===== src/inc/acmp_ctrl_defines.svh =====
// register offsets, field positions and reset values of the comparator control block
// assumes inclusion by bare name from the design and bench files
// Function
// one 8-bit status and control register holds all controls and the flag
// bit 7 enables the comparator module
// bit 6 selects positive pin (0) or bandgap reference (1) as non-inverting input
// inverting input is always the negative input pin
// comparator output high while non-inverting input exceeds inverting input
// bit 5 event flag is set on each compare event chosen by mode
// writing 1 to bit 5 clears the flag, writing 0 leaves it
// bits 1:0 mode: 00 fall, 01 rise, 10 fall, 11 either edge
// interrupt request while flag set and bit 4 enable is 1
// bit 3 reads the present comparator output
// comparator output status forced to 0 and reads 0 while disabled
// bit 2 drives the comparator output onto the output pin
// comparator output passes two flip-flops before edge detection; the code passes three (meta_q, sync_q, then cmp_out_q)
`ifndef ACMP_CTRL_DEFINES_SVH
`define ACMP_CTRL_DEFINES_SVH

`define SC_OFFSET 4'h0
`define IRQ_STATUS_OFFSET 4'h4
`define IRQ_MASK_OFFSET 4'h8
`define SC_RESET 8'h00
`define MASK_RESET 8'h00
`define BIT_ENABLE 7
`define BIT_REF_SEL 6
`define BIT_FLAG 5
`define BIT_IRQ_EN 4
`define BIT_OUT_STATUS 3
`define BIT_PIN_EN 2
`define MODE_MSB 1
`define MODE_LSB 0
`define EV_RISE_BIT 0
`define EV_FALL_BIT 1
`define EV_FLAG_BIT 2
`define UNMAPPED_READ 32'h00000000

`endif


===== src/inc/acmp_ctrl_pkg.sv =====
// types shared by the comparator control block
// assumes the defines header sits beside it on the include path
package acmp_ctrl_pkg;
    typedef enum logic [1:0] {
        mode_fall_a,
        mode_rise,
        mode_fall_b,
        mode_both
    } edge_mode_e;
    typedef enum logic [1:0] {
        bus_idle,
        bus_answer
    } bus_state_e;
endpackage


===== src/rtl/acmp_sync.sv =====
// two-flop synchroniser for the analog comparator output
// assumes a single clock and an asynchronous active-low reset
`timescale 1ns/10ps
module acmp_sync (
    input wire logic clock,
    input wire logic nrst,
    input wire logic async_in,
    output logic sync_out
);
    logic meta_q;
    logic meta_d;
    logic sync_q;
    logic sync_d;

    always_comb begin
        meta_d = async_in;
        sync_d = meta_q;
    end

    // only the second stage is visible outside
    always_ff @(posedge clock or negedge nrst) begin
        if (!nrst) begin
            meta_q <= 1'b0;
            sync_q <= 1'b0;
        end else begin
            meta_q <= meta_d;
            sync_q <= sync_d;
        end
    end

    assign sync_out = sync_q;
endmodule


===== src/rtl/acmp_ctrl.sv =====
// control and event logic around one analog comparator, avalon-mm slave
// assumes the analog core compares the selected inputs and returns an async digital result
//
// Added by the designer: register access over Avalon-MM and the register offsets.
`timescale 1ns/10ps
`include "acmp_ctrl_defines.svh"
module acmp_ctrl
    import acmp_ctrl_pkg::*;
(
    input wire logic clock,
    input wire logic nrst,
    input wire logic [3:0] address,
    input wire logic read,
    input wire logic write,
    input wire logic [31:0] writedata,
    input wire logic [3:0] byteenable,
    output logic [31:0] readdata,
    output logic waitrequest,
    input wire logic analog_cmp_out,
    output logic analog_enable,
    output logic reference_input_select,
    output logic negative_input_route,
    output logic comparator_output_pin,
    output logic comparator_output_pin_oe,
    output logic irq,
    output logic compare_irq
);

    ////////////////////////////////////////////////////////////////////////////
    // synchroniser

    logic cmp_sync;

    acmp_sync u_sync (
        .clock(clock),
        .nrst(nrst),
        .async_in(analog_cmp_out),
        .sync_out(cmp_sync)
    );

    ////////////////////////////////////////////////////////////////////////////
    // state

    logic [7:0] sc_q;
    logic [7:0] sc_d;
    logic [7:0] irq_status_q;
    logic [7:0] irq_status_d;
    logic [7:0] irq_mask_q;
    logic [7:0] irq_mask_d;
    logic cmp_out_q;
    logic cmp_out_d;
    logic cmp_prev_q;
    logic cmp_prev_d;
    bus_state_e bus_q;
    bus_state_e bus_d;
    logic [31:0] rdata_q;
    logic [31:0] rdata_d;
    logic irq_q;
    logic irq_d;
    logic cirq_q;
    logic cirq_d;
    logic pin_q;
    logic pin_d;
    logic pin_oe_q;
    logic pin_oe_d;
    logic en_q;
    logic en_d;
    logic ref_q;
    logic ref_d;
    logic wait_q;
    logic wait_d;
    logic route_q;
    logic route_d;

    logic rise_ev;
    logic fall_ev;
    logic cmp_event;
    logic sc_wr;
    logic status_rd;
    logic mask_wr;

    function automatic logic edge_hit(input logic [1:0] mode, input logic rise,
                                      input logic fall);
        case (edge_mode_e'(mode))
            mode_rise: edge_hit = rise;
            mode_both: edge_hit = rise | fall;
            mode_fall_a: edge_hit = fall;
            mode_fall_b: edge_hit = fall;
            default: edge_hit = fall;
        endcase
    endfunction

    function automatic logic hit(input logic [3:0] a, input logic [3:0] off);
        hit = (a == off);
    endfunction

    ////////////////////////////////////////////////////////////////////////////
    // next state

    always_comb begin
        sc_wr = (bus_q == bus_answer) && write && hit(address, `SC_OFFSET) && byteenable[0];
        mask_wr = (bus_q == bus_answer) && write && hit(address, `IRQ_MASK_OFFSET)
                  && byteenable[0];
        // cleared at the edge the word is captured, so no event falls between the two
        status_rd = (bus_q == bus_idle) && read && hit(address, `IRQ_STATUS_OFFSET);

        // output status held at 0 while disabled
        cmp_out_d = sc_q[`BIT_ENABLE] ? cmp_sync : 1'b0;
        // edges seen on the synchronised value only
        cmp_prev_d = cmp_out_q;
        rise_ev = cmp_out_q & ~cmp_prev_q;
        fall_ev = ~cmp_out_q & cmp_prev_q;
        // disable drops output to 0; that edge is suppressed to avoid a false event
        cmp_event = sc_q[`BIT_ENABLE] && sc_q[`BIT_ENABLE] == en_q
                    && edge_hit(sc_q[`MODE_MSB:`MODE_LSB], rise_ev, fall_ev);

        sc_d = sc_q;
        if (sc_wr) begin
            sc_d[`BIT_ENABLE] = writedata[`BIT_ENABLE];
            sc_d[`BIT_REF_SEL] = writedata[`BIT_REF_SEL];
            sc_d[`BIT_IRQ_EN] = writedata[`BIT_IRQ_EN];
            sc_d[`BIT_PIN_EN] = writedata[`BIT_PIN_EN];
            sc_d[`MODE_MSB:`MODE_LSB] = writedata[`MODE_MSB:`MODE_LSB];
            if (writedata[`BIT_FLAG]) begin
                sc_d[`BIT_FLAG] = 1'b0;
            end
        end
        if (cmp_event) begin
            sc_d[`BIT_FLAG] = 1'b1; // set wins over clear
        end
        sc_d[`BIT_OUT_STATUS] = cmp_out_d & sc_d[`BIT_ENABLE];

        irq_status_d = irq_status_q;
        if (status_rd) begin
            irq_status_d = 8'h00;
        end
        irq_status_d[`EV_RISE_BIT] = irq_status_d[`EV_RISE_BIT] | (sc_q[`BIT_ENABLE] & rise_ev);
        irq_status_d[`EV_FALL_BIT] = irq_status_d[`EV_FALL_BIT] | (sc_q[`BIT_ENABLE] & fall_ev);
        irq_status_d[`EV_FLAG_BIT] = irq_status_d[`EV_FLAG_BIT] | cmp_event;

        irq_mask_d = mask_wr ? writedata[7:0] : irq_mask_q;

        // irq from the flag only through its enable
        cirq_d = sc_d[`BIT_FLAG] & sc_d[`BIT_IRQ_EN];
        irq_d = |(irq_status_d & irq_mask_d);

        pin_d = cmp_out_d;
        pin_oe_d = sc_d[`BIT_PIN_EN] & sc_d[`BIT_ENABLE];
        en_d = sc_q[`BIT_ENABLE];
        ref_d = sc_d[`BIT_REF_SEL];
        route_d = 1'b1; // inverting side fixed to negative pin
    end

    ////////////////////////////////////////////////////////////////////////////
    // bus slave: one wait cycle, answer in the second

    always_comb begin
        bus_d = bus_idle;
        rdata_d = rdata_q;
        if (bus_q == bus_idle && (read || write)) begin
            bus_d = bus_answer;
            rdata_d = `UNMAPPED_READ;
            if (read) begin
                case (address)
                    `SC_OFFSET: rdata_d = {24'h000000, sc_q};
                    `IRQ_STATUS_OFFSET: rdata_d = {24'h000000, irq_status_q};
                    `IRQ_MASK_OFFSET: rdata_d = {24'h000000, irq_mask_q};
                    default: rdata_d = `UNMAPPED_READ;
                endcase
            end
        end
        wait_d = ~(bus_d == bus_answer);
    end

    ////////////////////////////////////////////////////////////////////////////
    // registers

    always_ff @(posedge clock or negedge nrst) begin
        if (!nrst) begin
            sc_q <= `SC_RESET;
            irq_status_q <= 8'h00;
            irq_mask_q <= `MASK_RESET;
            cmp_out_q <= 1'b0;
            cmp_prev_q <= 1'b0;
            bus_q <= bus_idle;
            rdata_q <= 32'h00000000;
            irq_q <= 1'b0;
            cirq_q <= 1'b0;
            pin_q <= 1'b0;
            pin_oe_q <= 1'b0;
            en_q <= 1'b0;
            ref_q <= 1'b0;
            wait_q <= 1'b1;
            route_q <= 1'b1;
        end else begin
            sc_q <= sc_d;
            irq_status_q <= irq_status_d;
            irq_mask_q <= irq_mask_d;
            cmp_out_q <= cmp_out_d;
            cmp_prev_q <= cmp_prev_d;
            bus_q <= bus_d;
            rdata_q <= rdata_d;
            irq_q <= irq_d;
            cirq_q <= cirq_d;
            pin_q <= pin_d;
            pin_oe_q <= pin_oe_d;
            en_q <= en_d;
            ref_q <= ref_d;
            wait_q <= wait_d;
            route_q <= route_d;
        end
    end

    always_comb begin
        readdata = rdata_q;
        waitrequest = wait_q;
        irq = irq_q;
        compare_irq = cirq_q;
        comparator_output_pin = pin_q;
        comparator_output_pin_oe = pin_oe_q;
        analog_enable = sc_q[`BIT_ENABLE];
        reference_input_select = ref_q;
        negative_input_route = route_q;
    end
endmodule


===== config.mk =====
export PLATFORM = sky130hd
export DESIGN_NAME = acmp_ctrl
export DESIGN_NICKNAME = d
export VERILOG_FILES = /design/src/inc/acmp_ctrl_pkg.sv /design/src/rtl/acmp_sync.sv /design/src/rtl/acmp_ctrl.sv
export VERILOG_INCLUDE_DIRS = /design/src /design/src/inc
export SDC_FILE = /design/constraint.sdc
export NUM_CORES = 1
export LEC_CHECK = 0
export ABC_AREA = 0
export BUFFER_PORTS_ARGS = -buffer_cell sky130_fd_sc_hd__buf_2
export CAP_MARGIN = 20
export CORE_ASPECT_RATIO = 0.9
export CORE_MARGIN = 2
export CORE_UTILIZATION = 51
export CTS_CLUSTER_SIZE = 28
export DETAILED_ROUTE_END_ITERATION = 10
export GPL_ROUTABILITY_DRIVEN = 0
export PLACE_DENSITY = 0.9
export SLEW_MARGIN = 20
export SYNTH_ARGS = -nofsm -noshare
export SYNTH_HDL_FRONTEND = slang
export SYNTH_SLANG_ARGS = --single-unit

===== constraint.sdc =====
create_clock -name clock -period 4.75 [get_ports clock]
set_clock_uncertainty 0.15 [all_clocks]
set_input_delay 0.7125 -clock clock [delete_from_list [all_inputs] [get_ports clock]]
set_output_delay 0.7125 -clock clock [all_outputs]
set_load 0.005 [all_outputs]

* Word level (Yosys, flattened, before mapping)
Index checks and enable logic that the tools add are counted.
Cells by class: eq/ne operators 8, muxes and demuxes 11, bitwise logic cells 15, reduce and logical (&&, ||, !) cells 16
Operators with widths (count):
- 8-bit 2-to-1 mux | 3
- 8-bit one-hot mux with 3 select lines | 1
- 1-bit logical AND | 10
- 8-bit AND | 1
- 8-bit OR reduction | 1
- 1-bit AND | 7
- 2-bit by 1-bit equality test with 1-bit output, second input constant | 3
- 2-bit equality test, second input constant | 2
- 4-bit by 3-bit equality test with 1-bit output, second input constant | 1
- 4-bit equality test, second input constant | 1
- 2-bit logical NOT | 2
- 4-bit logical NOT | 1
- 1-bit 2-to-1 mux | 4
- 4-bit 2-to-1 mux | 1
- 1-bit OR | 4
- 3-bit 2-to-1 mux | 1
- 1-bit inverter | 3
- 1-bit one-hot mux with 3 select lines | 1
- 2-bit OR reduction | 1
- 1-bit equality test | 1
- 1-bit logical OR | 1
Word-level totals: flip-flop bits (word level) 68, input port bits 45, word-level logic and storage cells 66

* Logic depth before layout (Yosys ltp)
Gate-level depths: netlist (run 1).
depth after elaboration 8, gate-level depth with buffers 7

* Cells and area by module
From an unflattened synthesis (run 1), not the netlist that was laid out.
Second synthesis, totals: cell total of the unflattened synthesis 175, area total of the unflattened synthesis 1994.4 um2
By module, submodules not included:
- acmp_ctrl | instances 1, cells an instance 173, area each 1944.4 um2, seq. area each 1002.2 um2
- acmp_sync | instances 1, cells an instance 2, area each 50.0 um2, seq. area each 50.0 um2

* Worst setup path after synthesis (run 1)
OpenSTA, ideal clock, no wires.
path type input port to flip-flop, from input address[1], to register irq_q (netlist: irq), arrival 2315 ps, required time 4465 ps, setup slack 2150 ps, cell stages on the path 5, path through or3b_2 > nor2_1 > mux2_2 > a2111oi_2 > nand4_1
Between the ends: cells in the longest elaborated chain, start to end 6, elaborated cells between the ends (all ways) 12, classes of those cells eq/ne: 2; mux: 2; bitwise: 4; reduce/logical: 4
Ends and longest elaborated chain:
- start, declared | line acmp_ctrl.sv:12 | input wire logic [3:0] address,
- 4-bit equality test | line acmp_ctrl.sv:94 | hit = (a == off);
- 1-bit logical AND (2 in series) | line acmp_ctrl.sv:102 | mask_wr = (bus_q == bus_answer) && write && hit(address, `IRQ_MASK_OFFSET)
- 8-bit 2-to-1 mux | line acmp_ctrl.sv:141 | irq_mask_d = mask_wr ? writedata[7:0] : irq_mask_q;
- net irq_mask_d[1] | line acmp_ctrl.sv:49 | logic [7:0] irq_mask_d;
- 8-bit AND | line acmp_ctrl.sv:145 | irq_d = |(irq_status_d & irq_mask_d);
- 8-bit OR reduction | line acmp_ctrl.sv:145
- net irq_d | line acmp_ctrl.sv:59 | logic irq_d;
- end signal, assigned | line acmp_ctrl.sv:203 | irq_q <= irq_d;
- end, declared | line acmp_ctrl.sv:58 | logic irq_q;
The timed path passes the listed nets, and every way through them passes these cells. A chain may end at the register's enable or synchronous reset.

* Worst setup path after layout (run 1)
Same ends and word-level chain as after synthesis.

==> results of run 1 <==
==> cell usage after synthesis <==
library cell and instances:
dfrtp_1 41, buf_4 25, nand2_1 18, o21ai_0 15
mux2_2 11, a22o_1 9, mux2i_1 8, inv_1 5
a21oi_1 4, and2_2 4, nand3_1 4, and2_1 3
a22oi_1 2, clkbuf_1 2, conb_1 2, ha_1 2
nand2b_1 2, nor3b_1 2, a2111oi_2 1, a21o_1 1
and4b_1 1, buf_2 1, dfstp_2 1, nand4_1 1
nand4b_1 1, nor2_1 1, nor2b_1 1, nor3_1 1
o211ai_1 1, o21a_1 1, o21bai_2 1, or2_2 1
or2_4 1, or3b_2 1, or4b_4 1
==> placed cells by master, fill, tap and decap left out, types with 2 or more instances in the layout <==
cell / instances
a21oi_1: 4
ha_1: 2
conb_1: 25
a22o_1: 9
a22oi_1: 2
o21ai_0: 15
clkbuf_8: 6
inv_1: 5
and2_1: 3
and2_2: 4
nor3b_1: 2
nand3_1: 4
dfrtp_1: 41
buf_2: 32
nand2b_1: 2
nand2_1: 18
mux2i_1: 8
mux2_2: 11
==> worst max-delay path, stage by stage <==
cell       delay (ns)
buf_2            0.12
or3b_2           0.51
nor2_1           0.41
mux2_2           0.41
a2111oi_2        0.37
nand4_1          0.14
==> cells by family (layout without fill, tap and decap cells) <==
kind of cell             after synthesis  in the layout
AND/OR/NAND/NOR                       43             43
AO/OA/AOI/OAI                         35             35
multiplexers                          19             19
other                                  2             25
flip-flops                            42             42
adder cells (fa/ha/maj)                2              2
buffers and inverters                 33             45
==> worst paths after layout <==
check	slack, ns	cells past startpoint	startpoint	endpoint
worst min register to register	0.21	0	u_sync.meta_q	u_sync.sync_out
worst min-delay path	0.21	0	u_sync.meta_q	u_sync.sync_out
worst max-delay path	2.09	6	address[1]	irq
min in group asynchronous	0.39	1	nrst	u_sync.meta_q
max in group asynchronous	3.51	1	nrst	irq_mask_q[2]
worst max register to register	2.50	5	bus_q[0]	irq
==> area by class of cell <==
type / count / area (µm²) / area share, %
Sequential cell: 42 / 1052 / 48.22
Multi-Input combinational cell: 124 / 802.0 / 36.75
Timing Repair Buffer: 32 / 160.2 / 7.339
Clock buffer: 7 / 86.33 / 3.956
Tap cell: 46 / 57.56 / 2.638
Inverter: 5 / 18.77 / 0.8601
Clock inverter: 1 / 5.005 / 0.2294
==> state kept, by name (all words and copies together), names as in the netlist <==
register and flops:
comparator_output_pin 1, cmp_prev_q 1, bus_q 1, sc_q 8, en_q 1, irq_mask_q 8, comparator_output_pin_oe 1, readdata 8
compare_irq 1, waitrequest 1, irq_status_q 8, irq 1, u_sync.sync_out 1, u_sync.meta_q 1
==> power groups by stage <==
stage               clock network, mW  registers, mW  logic [mW]
floorplan                           0          0.411      0.0723
global placement                    0          0.414      0.0897
detailed placement                  0          0.416      0.0921
CTS                             0.241          0.409      0.0935
global route                    0.255          0.413       0.105
finish                          0.233          0.409      0.0925
==> metal layers <==
| metal | vias up | global-route usage (%) | wire length (µm) |
|---|---|---|---|
| met5 | - | 0 | 0 |
| met4 | 0 | 7.212 | 61 |
| met3 | 8 | 4.000 | 263 |
| met2 | 58 | 29.40 | 1796 |
| met1 | 648 | 23.84 | 1555 |
| li1 | 627 | - | - |
==> impl_metrics.csv, run 1 <==
group,metric,value,unit
drt,vias,1341,
synthesis,synth_mux_area_share,10.26,%
synthesis,yosysSeqAreaShare,52.96,%
final_layout,fin_area,2182,µm²
outcome,status,"completed",
cts,ctsLongestPathBuffers,2,
final_layout,utilization,58.48,%
synthesis,synth_fa_ha_area_share,1.259,%
global_routing,antenna_found_initial,0,
drt,drc,0,
final_layout,finalNonFillerCells,257,
synthesis,synth_top_family_by_area,"simple AND/OR/NAND/NOR gates",
final_layout,nFillCells,318,
timing,max_freq,376.1,MHz
critical_path,cp-end-kind,"flip-flop",
placement,pre_cts_slack,1.766,ns
drt,firstDrtPassIters,4,
synthesis,syn_area,1987,µm²
timing,rsz0062_at_grt,"false",
job,max_cap_viol_count,0,
floorplan,dieHeight,63.22,µm
critical_path,cp.required,4.77,ns
floorplan,initial_utilization,53.25,%
cts,path_clk_slew,0.08,ns
pwr,power,734.0,µW
cts,cts_max_level,2,
critical_path,worstSetupPathType,"in -> reg",
pwr,p_int,547.2,µW
timing,hold_violations,0,
timing,finalSetupViolations,0,
synthesis,synth_top_cell_area_share,51.64,%
floorplan,die_area,4412,µm²
cts,cts_tree,"built",
synthesis,synth-xor-area-share,0,%
floorplan,num_rows,21,
floorplan,io_pins,85,
pwr,seqPwrFrac,55.7,%
placement,place_area,2091,µm²
synthesis,synth_compound_area_share,11.96,%
synthesis,ys_top_cells_by_area,"dfrtp_1, buf_4, mux2_2, mux2i_1, a22o_1",
pwr,power.density,336.4,nW/µm²
placement,dpl.cell_count,249,
drt,first_iter_violations,80,
drt,routed_wl,3.677,mm
hold_path,min_path_type,"reg -> reg",
critical_path,crit_fanout,5,
pwr,p_clk_share,31.7,%
critical_path,worstSetupStartpointType,"input pin",
cts,cts_made_buffers,5,
critical_path,arrival,2.68,ns
placement,io_buffers,32,
floorplan,die_w,69.80,µm
synthesis,yosys.area.top_type,"dfrtp_1",
pwr,p_sw,186.7,µW
drt,wire_per_inst,14.31,µm
synthesis,yosys_warnings,0,
cts,cts_setup_buffers,0,
timing,fin_crit,2.659,ns
final_layout,area_delta_synth_final,9.824,%
final_layout,final_nets,257,
synthesis,synthCells,176,
timing,setup_ws,2.091,ns
pwr,ir_worst_vdd,0.1735,mV
global_routing,grt_max_degree,43,
synthesis,synth_seq_cells,42,
synthesis,synth.distinct_cells,35,
drt,via_per_inst,5.218,
global_routing,grt_overflow,0,
timing,tightestPinTransition,0.8805,ns
drt,detail-route-antenna-nets,0,
floorplan,coreArea,3731,µm²
cts,clock-sinks,42,
final_layout,diodes,0,
cts,hold_buffers,0,
global_routing,grt_pass1_wl,6.223,mm
global_routing,grt_pass1_vias,1318,
final_layout,drive_gt1_share,28.91,%
timing,holdWs,0.2053,ns
synthesis,synthSimpleGateAreaFrac,12.15,%
timing,relSlewSlack,41.30,%
synthesis,avgSynthCellArea,11.29,µm²
timing,slew_violations,0,
pwr,swShare,25.44,%
placement,dp_hpwl,2.642,mm
cts,ctsResizeCount,0,
pwr,p_leak,1.153,nW
cts,clk_latency,0.29,ns
timing,post-route-period-util,55.98,%
pwr,comb_power_share,12.6,%
timing,tns,0,ns
cts,clockRootBuffer,"clkbuf_8",
global_routing,groute.usage.overall,18.15,%
Power figures use the tool's default switching activity.
==> inputs of run 2 (changes only) <==
CORE_UTILIZATION = 47   (was 51)
PLACE_DENSITY = 0.84   (was 0.9)
clock period = 2.65 ns   (was 4.75 ns; I/O delays follow)
==> impl_metrics.csv, run 2 (synthesis results as in run 1) <==
group,metric,value,unit
outcome,status,"completed",
drt,detail-route-antenna-nets,0,
pwr,power,1.409,mW
drt,vias,1325,
job,max_cap_viol_count,0,
final_layout,drive_gt1_share,29.58,%
floorplan,io_pins,85,
pwr,p_leak,1.174,nW
cts,path_clk_slew,0.08,ns
cts,ctsResizeCount,0,
timing,post-route-period-util,85.12,%
global_routing,antenna_found_initial,0,
global_routing,grt_max_degree,43,
cts,clk_latency,0.29,ns
cts,cts_made_buffers,5,
cts,cts_setup_buffers,0,
drt,firstDrtPassIters,4,
placement,dp_hpwl,2.686,mm
pwr,ir_worst_vdd,0.3120,mV
drt,drc,0,
pwr,power.density,633.3,nW/µm²
final_layout,area_delta_synth_final,11.96,%
global_routing,groute.usage.overall,16.60,%
cts,cts_max_level,2,
cts,hold_buffers,0,
timing,tns,0,ns
final_layout,final_cell_mix,"dfrtp_1, buf_2, conb_1",
final_layout,fin_area,2225,µm²
final_layout,mostFrequentLayoutCell,"dfrtp_1",
timing,slew_violations,0,
floorplan,dieHeight,65.68,µm
timing,rsz0062_at_grt,"false",
placement,dpl.cell_count,253,
critical_path,worstSetupPathType,"reg -> reg",
timing,finalSetupViolations,0,
floorplan,num_rows,22,
critical_path,arrival,2.27,ns
timing,hold_violations,0,
critical_path,worstSetupStartpointType,"flip-flop",
final_layout,multi_input_area,802.0,µm²
critical_path,cp-end-kind,"flip-flop",
timing,relSlewSlack,40.96,%
timing,holdWs,0.05354,ns
final_layout,regArea,1052,µm²
final_layout,nFillCells,367,
hold_path,min_path_type,"in -> reg",
final_layout,final_nets,259,
drt,first_iter_violations,66,
global_routing,grt_pass1_vias,1235,
cts,ctsLongestPathBuffers,2,
critical_path,cp.required,2.66,ns
cts,cts_tree,"built",
drt,routed_wl,3.632,mm
drt,wire_per_inst,13.92,µm
floorplan,coreArea,4074,µm²
timing,tightestPinTransition,0.8856,ns
floorplan,initial_utilization,48.77,%
final_layout,finalNonFillerCells,261,
cts,clock-sinks,42,
critical_path,crit_fanout,5,
placement,place_area,2108,µm²
global_routing,grt_overflow,0,
floorplan,die_w,72.54,µm
global_routing,grt_pass1_wl,5.782,mm
timing,fin_crit,2.256,ns
timing,setup_ws,0.3943,ns
timing,max_freq,443.3,MHz
final_layout,utilization,54.61,%
placement,pre_cts_slack,0.1823,ns
cts,clockRootBuffer,"clkbuf_8",
final_layout,diodes,0,
placement,io_buffers,32,
drt,via_per_inst,5.077,
floorplan,die_area,4764,µm²
[run 2: final timing paths]
| check | end | from | slack [ns] | depth (start not counted) |
|---|---|---|---|---|
| max | irq | bus_q[0] | 0.39 | 5 |
| min | u_sync.meta_q | analog_cmp_out | 0.05 | 1 |
| max reg2reg | irq | bus_q[0] | 0.39 | 5 |
| min reg2reg | u_sync.sync_out | u_sync.meta_q | 0.21 | 0 |
| max in group asynchronous | readdata[3] | nrst | 1.71 | 1 |
| min in group asynchronous | comparator_output_pin_oe | nrst | 0.07 | 1 |
[run 2: critical path: stages (launching register included)]
cell and delay [ns]:
dfrtp_1 0.42, or4b_4 0.59, or2_4 0.29, a22o_1 0.21
a2111oi_2 0.33, nand4_1 0.14
[run 2: area by class of cell]
class | instances | area share, %
timing repair buffer | 34 | 7.874
multi-input combinational | 124 | 36.05
clock inverter | 1 | 1.350
clock buffer | 7 | 3.881
inverter | 5 | 0.8436
sequential | 42 | 47.30
tap | 48 | 2.700
[run 2: per-layer routing]
layer / wire length [µm] / global-route usage, % / part of all wire [%]
met3: 190 / 4.141 / 5.2
met5: 0 / 0 / 0
met2: 1788 / 28.18 / 49
met4: 47 / 6.944 / 1.3
met1: 1605 / 20.02 / 44
[run 2: where the power goes]
group          total, mW  internal [mW]  switching, mW
sequential         0.732          0.698         0.0337
clock              0.510          0.307          0.203
combinational      0.167         0.0734         0.0940
total               1.41           1.08          0.330
